`src/power_state_pkg.sv`:
```
//////////////////////////////////////////////////////////////////////////////////////////////////
package power_state_pkg;

  //////////////////////////////////////////////////////////////////////////////////////////////////
  // Timing
  localparam int unsigned CLK_HZ           = 25_000_000;
  localparam int unsigned PME_PULSE_MS     = 50;
  localparam int unsigned RESUME_MAX_MS    = 2;
  localparam int unsigned PME_PULSE_CYCLES = CLK_HZ / 1000 * PME_PULSE_MS;
  localparam int unsigned RESUME_CYCLES    = CLK_HZ / 1000 * RESUME_MAX_MS;
  localparam int          PULSE_W          = 21;
  localparam int          RESUME_W         = 16;

  //////////////////////////////////////////////////////////////////////////////////////////////////
  // Register map
  localparam int          ADDR_W          = 12;
  localparam logic [11:0] ADDR_PMC        = 12'h000;
  localparam logic [11:0] ADDR_BYTE_TEST  = 12'h004;
  localparam logic [11:0] ADDR_INTERRUPT_STATUS_REG    = 12'h008;
  localparam logic [11:0] ADDR_PHY_CTRL   = 12'h00C;

  localparam int PMC_READY_BIT     = 0;
  localparam int PMC_PME_EN_BIT    = 1;
  localparam int PMC_PULSE_SEL_BIT = 3;
  localparam int PMC_WAKE_STATUS_FIELD_LSB      = 4;
  localparam int PMC_WAKE_ON_LAN_ENABLE_BIT    = 9;
  localparam int PMC_ENERGY_DETECT_WAKE_ENABLE_BIT     = 10;
  localparam int PMC_MODE_LSB      = 12;
  localparam int INT_PME_BIT       = 0;
  localparam int PHY_EDPD_BIT      = 0;

  localparam logic [1:0] MODE_D0   = 2'h0;
  localparam logic [1:0] MODE_D1   = 2'h1;
  localparam logic [1:0] MODE_D2   = 2'h2;
  localparam logic [1:0] WAKE_STATUS_FIELD_NONE = 2'h0;
  localparam logic [1:0] WAKE_STATUS_FIELD_ED   = 2'h1;
  localparam logic [1:0] WAKE_STATUS_FIELD_WOL  = 2'h2;

  // Arbitrary pattern, not tied to any part
  localparam logic [31:0] BYTE_TEST_VALUE = 32'h5A5A_C3C3;

  localparam int SYNC_W = 3;

  typedef enum logic [1:0] {
    pwr_d0,
    pwr_d1,
    pwr_d2,
    pwr_resume
  } pwr_state_t;

endpackage

```
`src/wake_sync_if.sv`:
```
interface wake_sync_if;
  import power_state_pkg::*;
  logic [SYNC_W-1:0] level;
  modport producer (output level);
  modport consumer (input level);
endinterface

```
`src/input_sync.sv`:
```
module input_sync
  import power_state_pkg::*;
(
  input wire logic              sys_clk,
  input wire logic              rst_n,
  input wire logic [SYNC_W-1:0] raw,
  wake_sync_if.producer         synced
);

  logic [SYNC_W-1:0] meta_q;
  logic [SYNC_W-1:0] stable_q;

  // First stage feeds only the second
  always_ff @(posedge sys_clk or negedge rst_n) begin
    if (!rst_n) begin
      meta_q   <= '0;
      stable_q <= '0;
    end else begin
      meta_q   <= raw;
      stable_q <= meta_q;
    end
  end

  assign synced.level = stable_q;

endmodule

```
`src/power_state_wake_control.sv`:
```
module power_state_wake_control
  import power_state_pkg::*;
#(
  parameter int unsigned PULSE_CYCLES = PME_PULSE_CYCLES,
  parameter int unsigned RESUME_LEN   = RESUME_CYCLES
) (
  input  wire logic              sys_clk,
  input  wire logic              nrst,
  input  wire logic              psel,
  input  wire logic              penable,
  input  wire logic              pwrite,
  input  wire logic [ADDR_W-1:0] paddr,
  input  wire logic [31:0]       pwdata,
  output logic      [31:0]       prdata,
  output logic                   pready,
  output logic                   pslverr,
  input  wire logic              wake_frame_det,
  input  wire logic              magic_pkt_det,
  input  wire logic              carrier_det,
  output logic                   pme_out,
  output logic                   mac_clk_en,
  output logic                   host_if_clk_en,
  output logic                   rx_pm_clk_en,
  output logic                   internal_clk_en,
  output logic                   phy_full_on,
  output logic                   phy_energy_detect_powerdown
);

  //////////////////////////////////////////////////////////////////////////////////////////////////
  // Reset release
  logic rst_meta_q;
  logic rst_n;

  always_ff @(posedge sys_clk or negedge nrst) begin
    if (!nrst) begin
      rst_meta_q <= 1'b0;
      rst_n      <= 1'b0;
    end else begin
      rst_meta_q <= 1'b1;
      rst_n      <= rst_meta_q;
    end
  end

  //////////////////////////////////////////////////////////////////////////////////////////////////
  // Detector inputs come from the PHY side
  wake_sync_if det_if ();

  input_sync u_sync (
    .sys_clk (sys_clk),
    .rst_n   (rst_n),
    .raw     ({carrier_det, magic_pkt_det, wake_frame_det}),
    .synced  (det_if.producer)
  );

  logic frame_s;
  logic magic_s;
  logic carrier_s;

  assign frame_s   = det_if.level[0];
  assign magic_s   = det_if.level[1];
  assign carrier_s = det_if.level[2];

  //////////////////////////////////////////////////////////////////////////////////////////////////
  // State and registers
  pwr_state_t          state_q;
  logic                ready_q;
  logic [1:0]          power_mode_q;
  logic                read_seen_q;
  logic [RESUME_W-1:0] resume_cnt_q;
  logic                pme_en_q;
  logic                wake_pin_pulse_select_q;
  logic                wake_on_lan_enable_q;
  logic                energy_detect_wake_enable_q;
  logic [1:0]          wake_status_field_q;
  logic                pme_int_q;
  logic                edpd_q;
  logic                pme_irq_prev_q;
  logic [PULSE_W-1:0]  pulse_cnt_q;
  logic                pme_out_q;
  logic [31:0]         prdata_q;
  logic                err_q;
  logic                ignore_q;

  //////////////////////////////////////////////////////////////////////////////////////////////////
  // APB decode
  logic setup;
  logic wr_fire;
  logic rd_fire;
  logic addr_known;
  logic read_ok;
  logic write_ok;
  logic wr_en;
  logic wr_pmc;
  logic wr_int;
  logic wr_phy;
  logic wake_wr;
  logic [1:0] req_mode;

  assign pready  = 1'b1;
  assign setup   = psel & ~penable;
  assign wr_fire = psel & penable & pwrite;
  assign rd_fire = psel & penable & ~pwrite;

  assign addr_known = (paddr == ADDR_PMC) | (paddr == ADDR_BYTE_TEST) |
                      (paddr == ADDR_INTERRUPT_STATUS_REG) | (paddr == ADDR_PHY_CTRL);
  assign read_ok    = addr_known & (ready_q | (paddr == ADDR_PMC));
  assign write_ok   = ready_q ? addr_known : (paddr == ADDR_BYTE_TEST);

  // Flags are frozen at setup so a ready edge mid-transfer cannot split the answer
  always_ff @(posedge sys_clk or negedge rst_n) begin
    if (!rst_n) begin
      prdata_q <= '0;
      err_q    <= 1'b0;
      ignore_q <= 1'b0;
    end else if (setup) begin
      err_q    <= pwrite ? ~write_ok : ~read_ok;
      ignore_q <= ready_q & ~read_seen_q;
      prdata_q <= (!pwrite && read_ok) ? read_mux(paddr) : '0;
    end
  end

  assign prdata  = prdata_q;
  assign pslverr = err_q & psel & penable;

  assign wr_en    = wr_fire & ~err_q & ~ignore_q;
  assign wr_pmc   = wr_en & ready_q & (paddr == ADDR_PMC);
  assign wr_int   = wr_en & ready_q & (paddr == ADDR_INTERRUPT_STATUS_REG);
  assign wr_phy   = wr_en & ready_q & (paddr == ADDR_PHY_CTRL);
  assign wake_wr  = wr_en & (paddr == ADDR_BYTE_TEST) &
                    ((state_q == pwr_d1) | (state_q == pwr_d2));
  assign req_mode = pwdata[PMC_MODE_LSB +: 2];

  function automatic logic [31:0] read_mux(input logic [ADDR_W-1:0] a);
    logic [31:0] v;
    v = '0;
    case (a)
      ADDR_PMC: begin
        v[PMC_READY_BIT]          = ready_q;
        v[PMC_PME_EN_BIT]         = pme_en_q;
        v[PMC_PULSE_SEL_BIT]      = wake_pin_pulse_select_q;
        v[PMC_WAKE_STATUS_FIELD_LSB +: 2]      = wake_status_field_q;
        v[PMC_WAKE_ON_LAN_ENABLE_BIT]         = wake_on_lan_enable_q;
        v[PMC_ENERGY_DETECT_WAKE_ENABLE_BIT]          = energy_detect_wake_enable_q;
        v[PMC_MODE_LSB +: 2]      = power_mode_q;
      end
      ADDR_BYTE_TEST: v = BYTE_TEST_VALUE;
      ADDR_INTERRUPT_STATUS_REG:   v[INT_PME_BIT] = pme_int_q;
      ADDR_PHY_CTRL:  v[PHY_EDPD_BIT] = edpd_q;
      default:        v = '0;
    endcase
    return v;
  endfunction

  //////////////////////////////////////////////////////////////////////////////////////////////////
  // Power state sequencing
  // Sleep requests count only from D0 with the bus open
  logic enter_d1;
  logic enter_d2;
  logic resume_done;

  assign enter_d1    = (state_q == pwr_d0) & wr_pmc & (req_mode == MODE_D1);
  assign enter_d2    = (state_q == pwr_d0) & wr_pmc & (req_mode == MODE_D2);
  assign resume_done = (state_q == pwr_resume) & (resume_cnt_q == '0);

  // Resume is a state of its own so ready can lag the wake write
  always_ff @(posedge sys_clk or negedge rst_n) begin
    if (!rst_n) begin
      state_q <= pwr_d0;
    end else begin
      case (state_q)
        pwr_d0: begin
          if (enter_d1) begin
            state_q <= pwr_d1;
          end else if (enter_d2) begin
            state_q <= pwr_d2;
          end
        end
        pwr_d1, pwr_d2: begin
          if (wake_wr) begin
            state_q <= pwr_resume;
          end
        end
        pwr_resume: begin
          if (resume_done) begin
            state_q <= pwr_d0;
          end
        end
        default: begin
          state_q <= pwr_d0;
        end
      endcase
    end
  end

  // Ready stays low through the whole resume count
  always_ff @(posedge sys_clk or negedge rst_n) begin
    if (!rst_n) begin
      ready_q <= 1'b1;
    end else if (enter_d1 || enter_d2) begin
      ready_q <= 1'b0;
    end else if (resume_done) begin
      ready_q <= 1'b1;
    end
  end

  // Mode field follows the state and reads 00 in resume
  always_ff @(posedge sys_clk or negedge rst_n) begin
    if (!rst_n) begin
      power_mode_q <= MODE_D0;
    end else if (enter_d1) begin
      power_mode_q <= MODE_D1;
    end else if (enter_d2) begin
      power_mode_q <= MODE_D2;
    end else if (wake_wr) begin
      power_mode_q <= MODE_D0;
    end
  end

  // Loaded only by a wake write, so it rests at zero in D0
  always_ff @(posedge sys_clk or negedge rst_n) begin
    if (!rst_n) begin
      resume_cnt_q <= '0;
    end else if (wake_wr) begin
      resume_cnt_q <= RESUME_W'(RESUME_LEN - 1);
    end else if (resume_cnt_q != '0) begin
      resume_cnt_q <= resume_cnt_q - 1'b1;
    end
  end

  // Reads re-arm writes after reset and after each wake
  always_ff @(posedge sys_clk or negedge rst_n) begin
    if (!rst_n) begin
      read_seen_q <= 1'b0;
    end else if (wake_wr) begin
      read_seen_q <= 1'b0;
    end else if (rd_fire) begin
      read_seen_q <= 1'b1;
    end
  end

  //////////////////////////////////////////////////////////////////////////////////////////////////
  // Control bits, untouched by sleep entry and exit
  always_ff @(posedge sys_clk or negedge rst_n) begin
    if (!rst_n) begin
      pme_en_q                    <= 1'b0;
      wake_pin_pulse_select_q     <= 1'b0;
      wake_on_lan_enable_q        <= 1'b0;
      energy_detect_wake_enable_q <= 1'b0;
    end else if (wr_pmc) begin
      pme_en_q                    <= pwdata[PMC_PME_EN_BIT];
      wake_pin_pulse_select_q     <= pwdata[PMC_PULSE_SEL_BIT];
      wake_on_lan_enable_q        <= pwdata[PMC_WAKE_ON_LAN_ENABLE_BIT];
      energy_detect_wake_enable_q <= pwdata[PMC_ENERGY_DETECT_WAKE_ENABLE_BIT];
    end
  end

  always_ff @(posedge sys_clk or negedge rst_n) begin
    if (!rst_n) begin
      edpd_q <= 1'b0;
    end else if (wr_phy) begin
      edpd_q <= pwdata[PHY_EDPD_BIT];
    end
  end

  assign phy_energy_detect_powerdown = edpd_q;

  //////////////////////////////////////////////////////////////////////////////////////////////////
  // Wake detection
  logic       detect_wol;
  logic       detect_ed;
  logic [1:0] wake_status_field_set;
  logic [1:0] wake_status_field_clr;
  logic       pme_interrupt;

  assign detect_wol = (state_q == pwr_d1) & (frame_s | magic_s);
  // Level test, so carrier already up at entry fires at once
  assign detect_ed  = (state_q == pwr_d2) & carrier_s;
  assign wake_status_field_set   = (detect_wol ? WAKE_STATUS_FIELD_WOL : WAKE_STATUS_FIELD_NONE) |
                      (detect_ed ? WAKE_STATUS_FIELD_ED : WAKE_STATUS_FIELD_NONE);
  assign wake_status_field_clr   = wr_pmc ? pwdata[PMC_WAKE_STATUS_FIELD_LSB +: 2] : WAKE_STATUS_FIELD_NONE;

  // Set beats a same-cycle clear
  always_ff @(posedge sys_clk or negedge rst_n) begin
    if (!rst_n) begin
      wake_status_field_q <= WAKE_STATUS_FIELD_NONE;
    end else begin
      wake_status_field_q <= wake_status_field_set | (wake_status_field_q & ~wake_status_field_clr);
    end
  end

  assign pme_interrupt = (wake_status_field_q[1] & wake_on_lan_enable_q) |
                         (wake_status_field_q[0] & energy_detect_wake_enable_q);

  // Sticky while the source holds, whatever the PME enable
  always_ff @(posedge sys_clk or negedge rst_n) begin
    if (!rst_n) begin
      pme_int_q <= 1'b0;
    end else begin
      pme_int_q <= pme_interrupt | (pme_int_q & ~(wr_int & pwdata[INT_PME_BIT]));
    end
  end

  //////////////////////////////////////////////////////////////////////////////////////////////////
  // PME pin
  // Previous source level for the edge test
  always_ff @(posedge sys_clk or negedge rst_n) begin
    if (!rst_n) begin
      pme_irq_prev_q <= 1'b0;
    end else begin
      pme_irq_prev_q <= pme_interrupt;
    end
  end

  // Restarts only on a new event edge, so a held source pulses once
  always_ff @(posedge sys_clk or negedge rst_n) begin
    if (!rst_n) begin
      pulse_cnt_q <= '0;
    end else if (pme_interrupt && !pme_irq_prev_q) begin
      pulse_cnt_q <= PULSE_W'(PULSE_CYCLES);
    end else if (pulse_cnt_q != '0) begin
      pulse_cnt_q <= pulse_cnt_q - 1'b1;
    end
  end

  // Pulse length counts from the event, so a late switch to pulse mode trims it and a late switch to level mode holds it
  always_ff @(posedge sys_clk or negedge rst_n) begin
    if (!rst_n) begin
      pme_out_q <= 1'b0;
    end else begin
      pme_out_q <= pme_en_q & pme_interrupt &
                   (~wake_pin_pulse_select_q | (pulse_cnt_q != '0));
    end
  end

  assign pme_out = pme_out_q;

  //////////////////////////////////////////////////////////////////////////////////////////////////
  // Clock gating
  // This block sits in the always-on domain; its own clock never stops
  assign mac_clk_en      = (state_q == pwr_d0);
  assign host_if_clk_en  = (state_q == pwr_d0);
  assign rx_pm_clk_en    = (state_q == pwr_d0) | (state_q == pwr_d1);
  assign internal_clk_en = (state_q != pwr_d2);
  assign phy_full_on     = (state_q != pwr_d2);

endmodule

```
`config.mk`:
```
export PLATFORM = sky130hd
export DESIGN_NAME = power_state_wake_control
export DESIGN_NICKNAME = d
export VERILOG_FILES = /design/src/power_state_pkg.sv /design/src/wake_sync_if.sv /design/src/input_sync.sv /design/src/power_state_wake_control.sv
export SDC_FILE = /design/constraint.sdc
export NUM_CORES = 1
export LEC_CHECK = 0
export BUFFER_PORTS_ARGS = -buffer_cell sky130_fd_sc_hd__buf_2
export CAP_MARGIN = 40
export CELL_PAD_IN_SITES_DETAIL_PLACEMENT = 1
export CELL_PAD_IN_SITES_GLOBAL_PLACEMENT = 2
export CORE_ASPECT_RATIO = 1.75
export CORE_MARGIN = 3
export CORE_UTILIZATION = 29
export CTS_BUF_LIST = sky130_fd_sc_hd__clkbuf_8 sky130_fd_sc_hd__clkbuf_16
export DETAILED_ROUTE_END_ITERATION = 10
export GPL_ROUTABILITY_DRIVEN = 1
export PLACE_DENSITY = 0.76
export SLEW_MARGIN = 25
export SYNTH_ARGS = -nofsm -noshare
export SYNTH_HDL_FRONTEND = slang
export SYNTH_SLANG_ARGS = --single-unit
```
`constraint.sdc`:
```
create_clock -name sys_clk -period 2.1 [get_ports sys_clk]
set_input_delay 0.315 -clock sys_clk [delete_from_list [all_inputs] [get_ports sys_clk]]
set_output_delay 0.315 -clock sys_clk [all_outputs]
set_load 0.005 [all_outputs]
```
### Word level (Yosys, flattened, before mapping)

Cells that the tools add are included.

| operators by class | value |
|---|---|
| $add $sub $neg | 2 |
| equal/unequal tests | 12 |
| muxes and demuxes | 29 |
| bitwise operators | 51 |
| reduce and logical (&&, ||, !) cells | 17 |

Operators with widths:

| kind | count |
|---|---|
| 21-bit 2-to-1 mux | 2 |
| 16-bit 2-to-1 mux | 2 |
| 32-bit 2-to-1 mux | 1 |
| 1-bit AND | 28 |
| 12-bit by 4-bit == test with 1-bit output, second input constant | 2 |
| 21-bit nonzero test | 1 |
| 21-bit by 1-bit subtractor with 21-bit output, second input constant | 1 |
| 2-bit 2-to-1 mux | 10 |
| 17-bit 2-to-1 mux | 1 |
| 16-bit logical NOT | 1 |
| 16-bit nonzero test | 1 |
| 16-bit by 1-bit subtractor with 16-bit output, second input constant | 1 |
| 12-bit by 3-bit == test with 1-bit output, second input constant | 1 |
| 12-bit logical NOT | 1 |
| 1-bit OR | 10 |
| 1-bit NOT | 9 |
| 2-bit nonzero test | 4 |
| 1-bit 2-to-1 mux | 7 |
| 2-bit == test, second input constant | 3 |
| 3-bit 2-to-1 mux | 2 |
| 2-bit != test, second input constant | 3 |
| 2-bit case mux with 3 select lines | 1 |
| 2-bit by 1-bit == test with 1-bit output, second input constant | 2 |
| 1-bit case mux with 4 select lines | 1 |
| 14 further kinds | 16 |

| storage, ports and cells | value |
|---|---|
| bits in registers | 95 |
| input port bits | 52 |
| output and inout bits | 41 |
| word-level logic and storage cells | 133 |

### Logic depth before layout (Yosys ltp)

| depth | value |
|---|---|
| word-level depth | 11 |
| mapped depth | 8 |
| gate-level depth less buffers | 7 |

### By module

Synthesis repeated with hierarchy kept, for this count alone.

| second synthesis, totals | value |
|---|---|
| cell total of the unflattened synthesis | 376 |
| area total of the unflattened synthesis | 3828.7 um^2 |

By module, submodules not included:

| module | times used | cells each | area an instance (um^2) | seq. area each (um^2) |
|---|---|---|---|---|
| power_state_wake_control | 1 | 370 | 3678.5 | 1677.9 |
| input_sync | 1 | 6 | 150.1 | 150.1 |

### Least setup slack after synthesis

No wires, ideal clock.

| path | value |
|---|---|
| kind | register -> register |
| from | reg pulse_cnt_q[6] |
| to | reg pulse_cnt_q[15] |
| library setup time | 0.078 ns |
| arrival | 2.361 ns |
| data required time | 2.022 ns |
| setup slack | -0.339 ns |
| cell stages (with the launch flop) | 8 |
| buffers on the path | 2 |
| period minus slack after synthesis | 2.439 ns |
| path through | dfrtp_1 -> or4_1 -> buf_2 -> or3_4 -> or3_1 -> buf_2 -> or4_1 -> a21oi_1 |

| between the ends | value |
|---|---|
| cells in the longest elaborated chain, start to end | 3 |
| elaborated cells on any way between the ends | 5 |
| those cells by class | 1 x add/sub; 2 x mux; 2 x reduce/logical |

Ends and longest elaborated chain:

| what | RTL line | RTL |
|---|---|---|
| start: declaration | power_state_wake_control.sv:78 | `logic [PULSE_W-1:0] pulse_cnt_q;` |
| start signal: assignment | power_state_wake_control.sv:319 | `pulse_cnt_q <= PULSE_W'(PULSE_CYCLES);` |
| start signal: assignment | power_state_wake_control.sv:321 | `pulse_cnt_q <= pulse_cnt_q - 1'b1;` |
| 21-bit by 1-bit subtractor with 21-bit output | power_state_wake_control.sv:321 |  |
| 21-bit 2-to-1 mux | power_state_wake_control.sv:320 | `end else if (pulse_cnt_q != '0) begin` |
| 21-bit 2-to-1 mux | power_state_wake_control.sv:318 | `end else if (pme_interrupt && !pme_irq_prev_q) begin` |

Parallel ways exist; a longest one is shown, timed or not. The select of a mux whose other input is x is not followed.
A chain may end at the register's enable or synchronous reset.

### Worst setup path after layout

| path | value |
|---|---|
| from | reg pulse_cnt_q[11] |
| to | reg pulse_cnt_q[15] |

Same word-level chain as after synthesis.

==> impl_metrics.json <==
{
  "num_vias": 3075,
  "drt_iter0_markers": 75,
  "post-route-min-period_ns": 2.26,
  "arrival_ns": 2.53,
  "synth_seq_cells": 73,
  "slew_violations": 0,
  "placementRows": 54,
  "clk_pin_slew_worst_paths_ns": 0.06,
  "drc": 0,
  "cp-start-kind": "register",
  "path_max_fanout": 3,
  "cts_inserted_buffers": 9,
  "cap_violations": 0,
  "dp_slack_ns": -0.247,
  "hold_path.class": "in2reg",
  "yosysWarnings": 0,
  "grt_pass1_wl_mm": 16.6,
  "vias_per_cell": 4.85,
  "synthMostInstantiatedCell": "dfrtp_1",
  "seq_area_frac_synth_pct": 49.0,
  "dpl.hpwl_mm": 7.55,
  "fmax_mhz": 442,
  "fin_hold_ws_ns": 0.0854,
  "io_buffers": 58,
  "synth_top_area_share_pct": 48.3,
  "pwr_density_cell_mw_per_mm2": 706,
  "p_leak_nw": 2.06,
  "grt_max_degree": 72,
  "finalCoreUtilization_pct": 38.4,
  "gp_congestion": 0.769,
  "crit_type": "reg2reg",
  "core-area_mm2": 0.0125,
  "worst_pin_slew_ns": 0.532,
  "cts_tree": "yes",
  "synthTopCellsByArea": "dfrtp_1 (48%), buf_4 (5.0%), xor2_1 (4.2%)",
  "antenna_cells": 0,
  "ys_async_sr_fraction_pct": 100,
  "ios": 93,
  "drt-wirelength-per-cell_um": 15.8,
  "relSlewSlack_pct": 64.2,
  "fill_cells": 1454,
  "clock_latency_ns": 0.34,
  "synth_edf_count": 0,
  "hold_viol": 0,
  "grtUsageTotal_pct": 14.6,
  "die_h_um": 156,
  "fin_skew_ns": 0.00796,
  "setup_ws_ns": -0.162,
  "violations": "negative setup slack",
  "highest_layer": "met4",
  "ys_types": 51,
  "status": "finished with violations",
  "dieArea_mm2": 0.0143,
  "synthFlopType": "dfrtp_1",
  "clockBufferDepth": 2,
  "cts_sinks": 73,
  "vdd_drop_max_v": 0.000322,
  "totalWireLength_mm": 10.0,
  "syn_inst": 377,
  "root_buffer": "clkbuf_16",
  "antenna_found_initial": 0,
  "syn2layout_area_growth_pct": 28.7,
  "end_kind": "register",
  "nNetsFinal": 521,
  "setup_viol": 8,
  "synth.avg_cell_area_um2": 9.89,
  "wl_met1_mm": 3.76,
  "drt_pass1_iterations": 6,
  "met2_wirelength_mm": 5.86,
  "grt_pass1_vias": 3368,
  "synth_common_cells": "dfrtp_1 (72), nor2_1 (37), nand2_1 (31)",
  "start_util_pct": 29.8,
  "htreeDepth": 3,
  "synth_top_cell_by_area": "dfrtp_1",
  "fin_crit_sh_pct": 108,
  "wl_met3_um": 248,
  "required_ns": 2.36,
  "postRouteAntennaNets": 0,
  "drive_gt1_share_pct": 31.3,
  "synth_area_mm2": 0.00373,
  "grt_setup_unrepaired": "yes",
  "die_w_um": 91.7,
  "grt_overflow_total": 0
}
report_power, final:
group | switching [mW] | internal (mW)
clock network | 0.631 | 1.05
logic | 0.119 | 0.0995
registers | 0.0343 | 1.45
cell usage in the layout (no fill, tap or decap), types with 12 or more instances in the layout:
cell type and n:
dfrtp_1 71, buf_2 58, buf_4 40, nor2_1 37, nand2_1 31, nand3_1 19
xor2_1 18, o21ai_0 14, inv_1 12, conb_1 12
per-layer routing:
metal	track usage, %	up-vias
li1	-	1473
met1	15.3	1551
met2	28.4	39
met3	3.23	12
met4	4.89	0
met5	0	-
final timing paths:
kind | from | to | slack, ns | cells after the start
worst max-delay path | pulse_cnt_q[11] | pulse_cnt_q[15] | -0.16 | 5
worst min register to register | rst_n | prdata[1] | 0.29 | 1
worst max register to register | pulse_cnt_q[11] | pulse_cnt_q[15] | -0.16 | 5
worst min-delay path | magic_pkt_det | u_sync.meta_q[1] | 0.09 | 1
min in group asynchronous | rst_n | prdata[1] | 0.29 | 1
max in group asynchronous | rst_n | ready_q | 1.47 | 1
worst max-delay path, cell delays in order (launching register included):
cell and delay (ns):
dfrtp_1 0.38, or4_4 0.54, or3_4 0.38, or3_4 0.35, or4_4 0.42, a21oi_2 0.12
per-stage QoR:
step	power, mW	std cells	setup TNS (ns)	instance area [um^2]
after global routing	3.54	634	-1.28	4800
after CTS	3.43	632	-0.705	4750
after floorplan	1.62	387	-0.909	3790
after global placement	1.72	613	-0.820	4340
final	3.39	634	-0.621	4800
after detailed placement	1.73	613	-1.18	4340
registers in the layout, indices dropped and copies added (netlist names), 2 cells and up:
name	cells
power_mode_q	2
prdata	10
pulse_cnt_q	21
resume_cnt_q	16
state_q	2
u_sync.meta_q	3
u_sync.synced.level	3
wake_status_field_q	2
logic make-up after synthesis:
logic type	synth area share, %
mux	2.35
xor+xnor	5.17
compound gates	10.6
fa+ha+maj	2.68
simple gates	22.2
flops	49.0
buf+inv	7.72
other cells	0.201
area by class of cell:
cell class	count	area (um^2)	area share, %
Clock buffer	9	225	4.69
Clock inverter	7	101	2.11
Inverter	12	45.0	0.938
Multi-Input combinational cell	263	1750	36.4
Sequential cell	73	1830	38.1
Tap cell	168	210	4.38
Timing Repair Buffer	102	643	13.4
what timing repair did:
| item | in CTS | in global routing |
|---|---|---|
| endpoints found under the hold margin | 2 | 0 |
| endpoints found under the setup margin | 13 | 34 |
| setup buffers | 3 | 1 |
| resized for setup | 11 | 9 |
| pin swaps | 5 | 4 |
| hold buffers | 1 | 0 |
No activity file was read; power rests on OpenSTA's default activity.
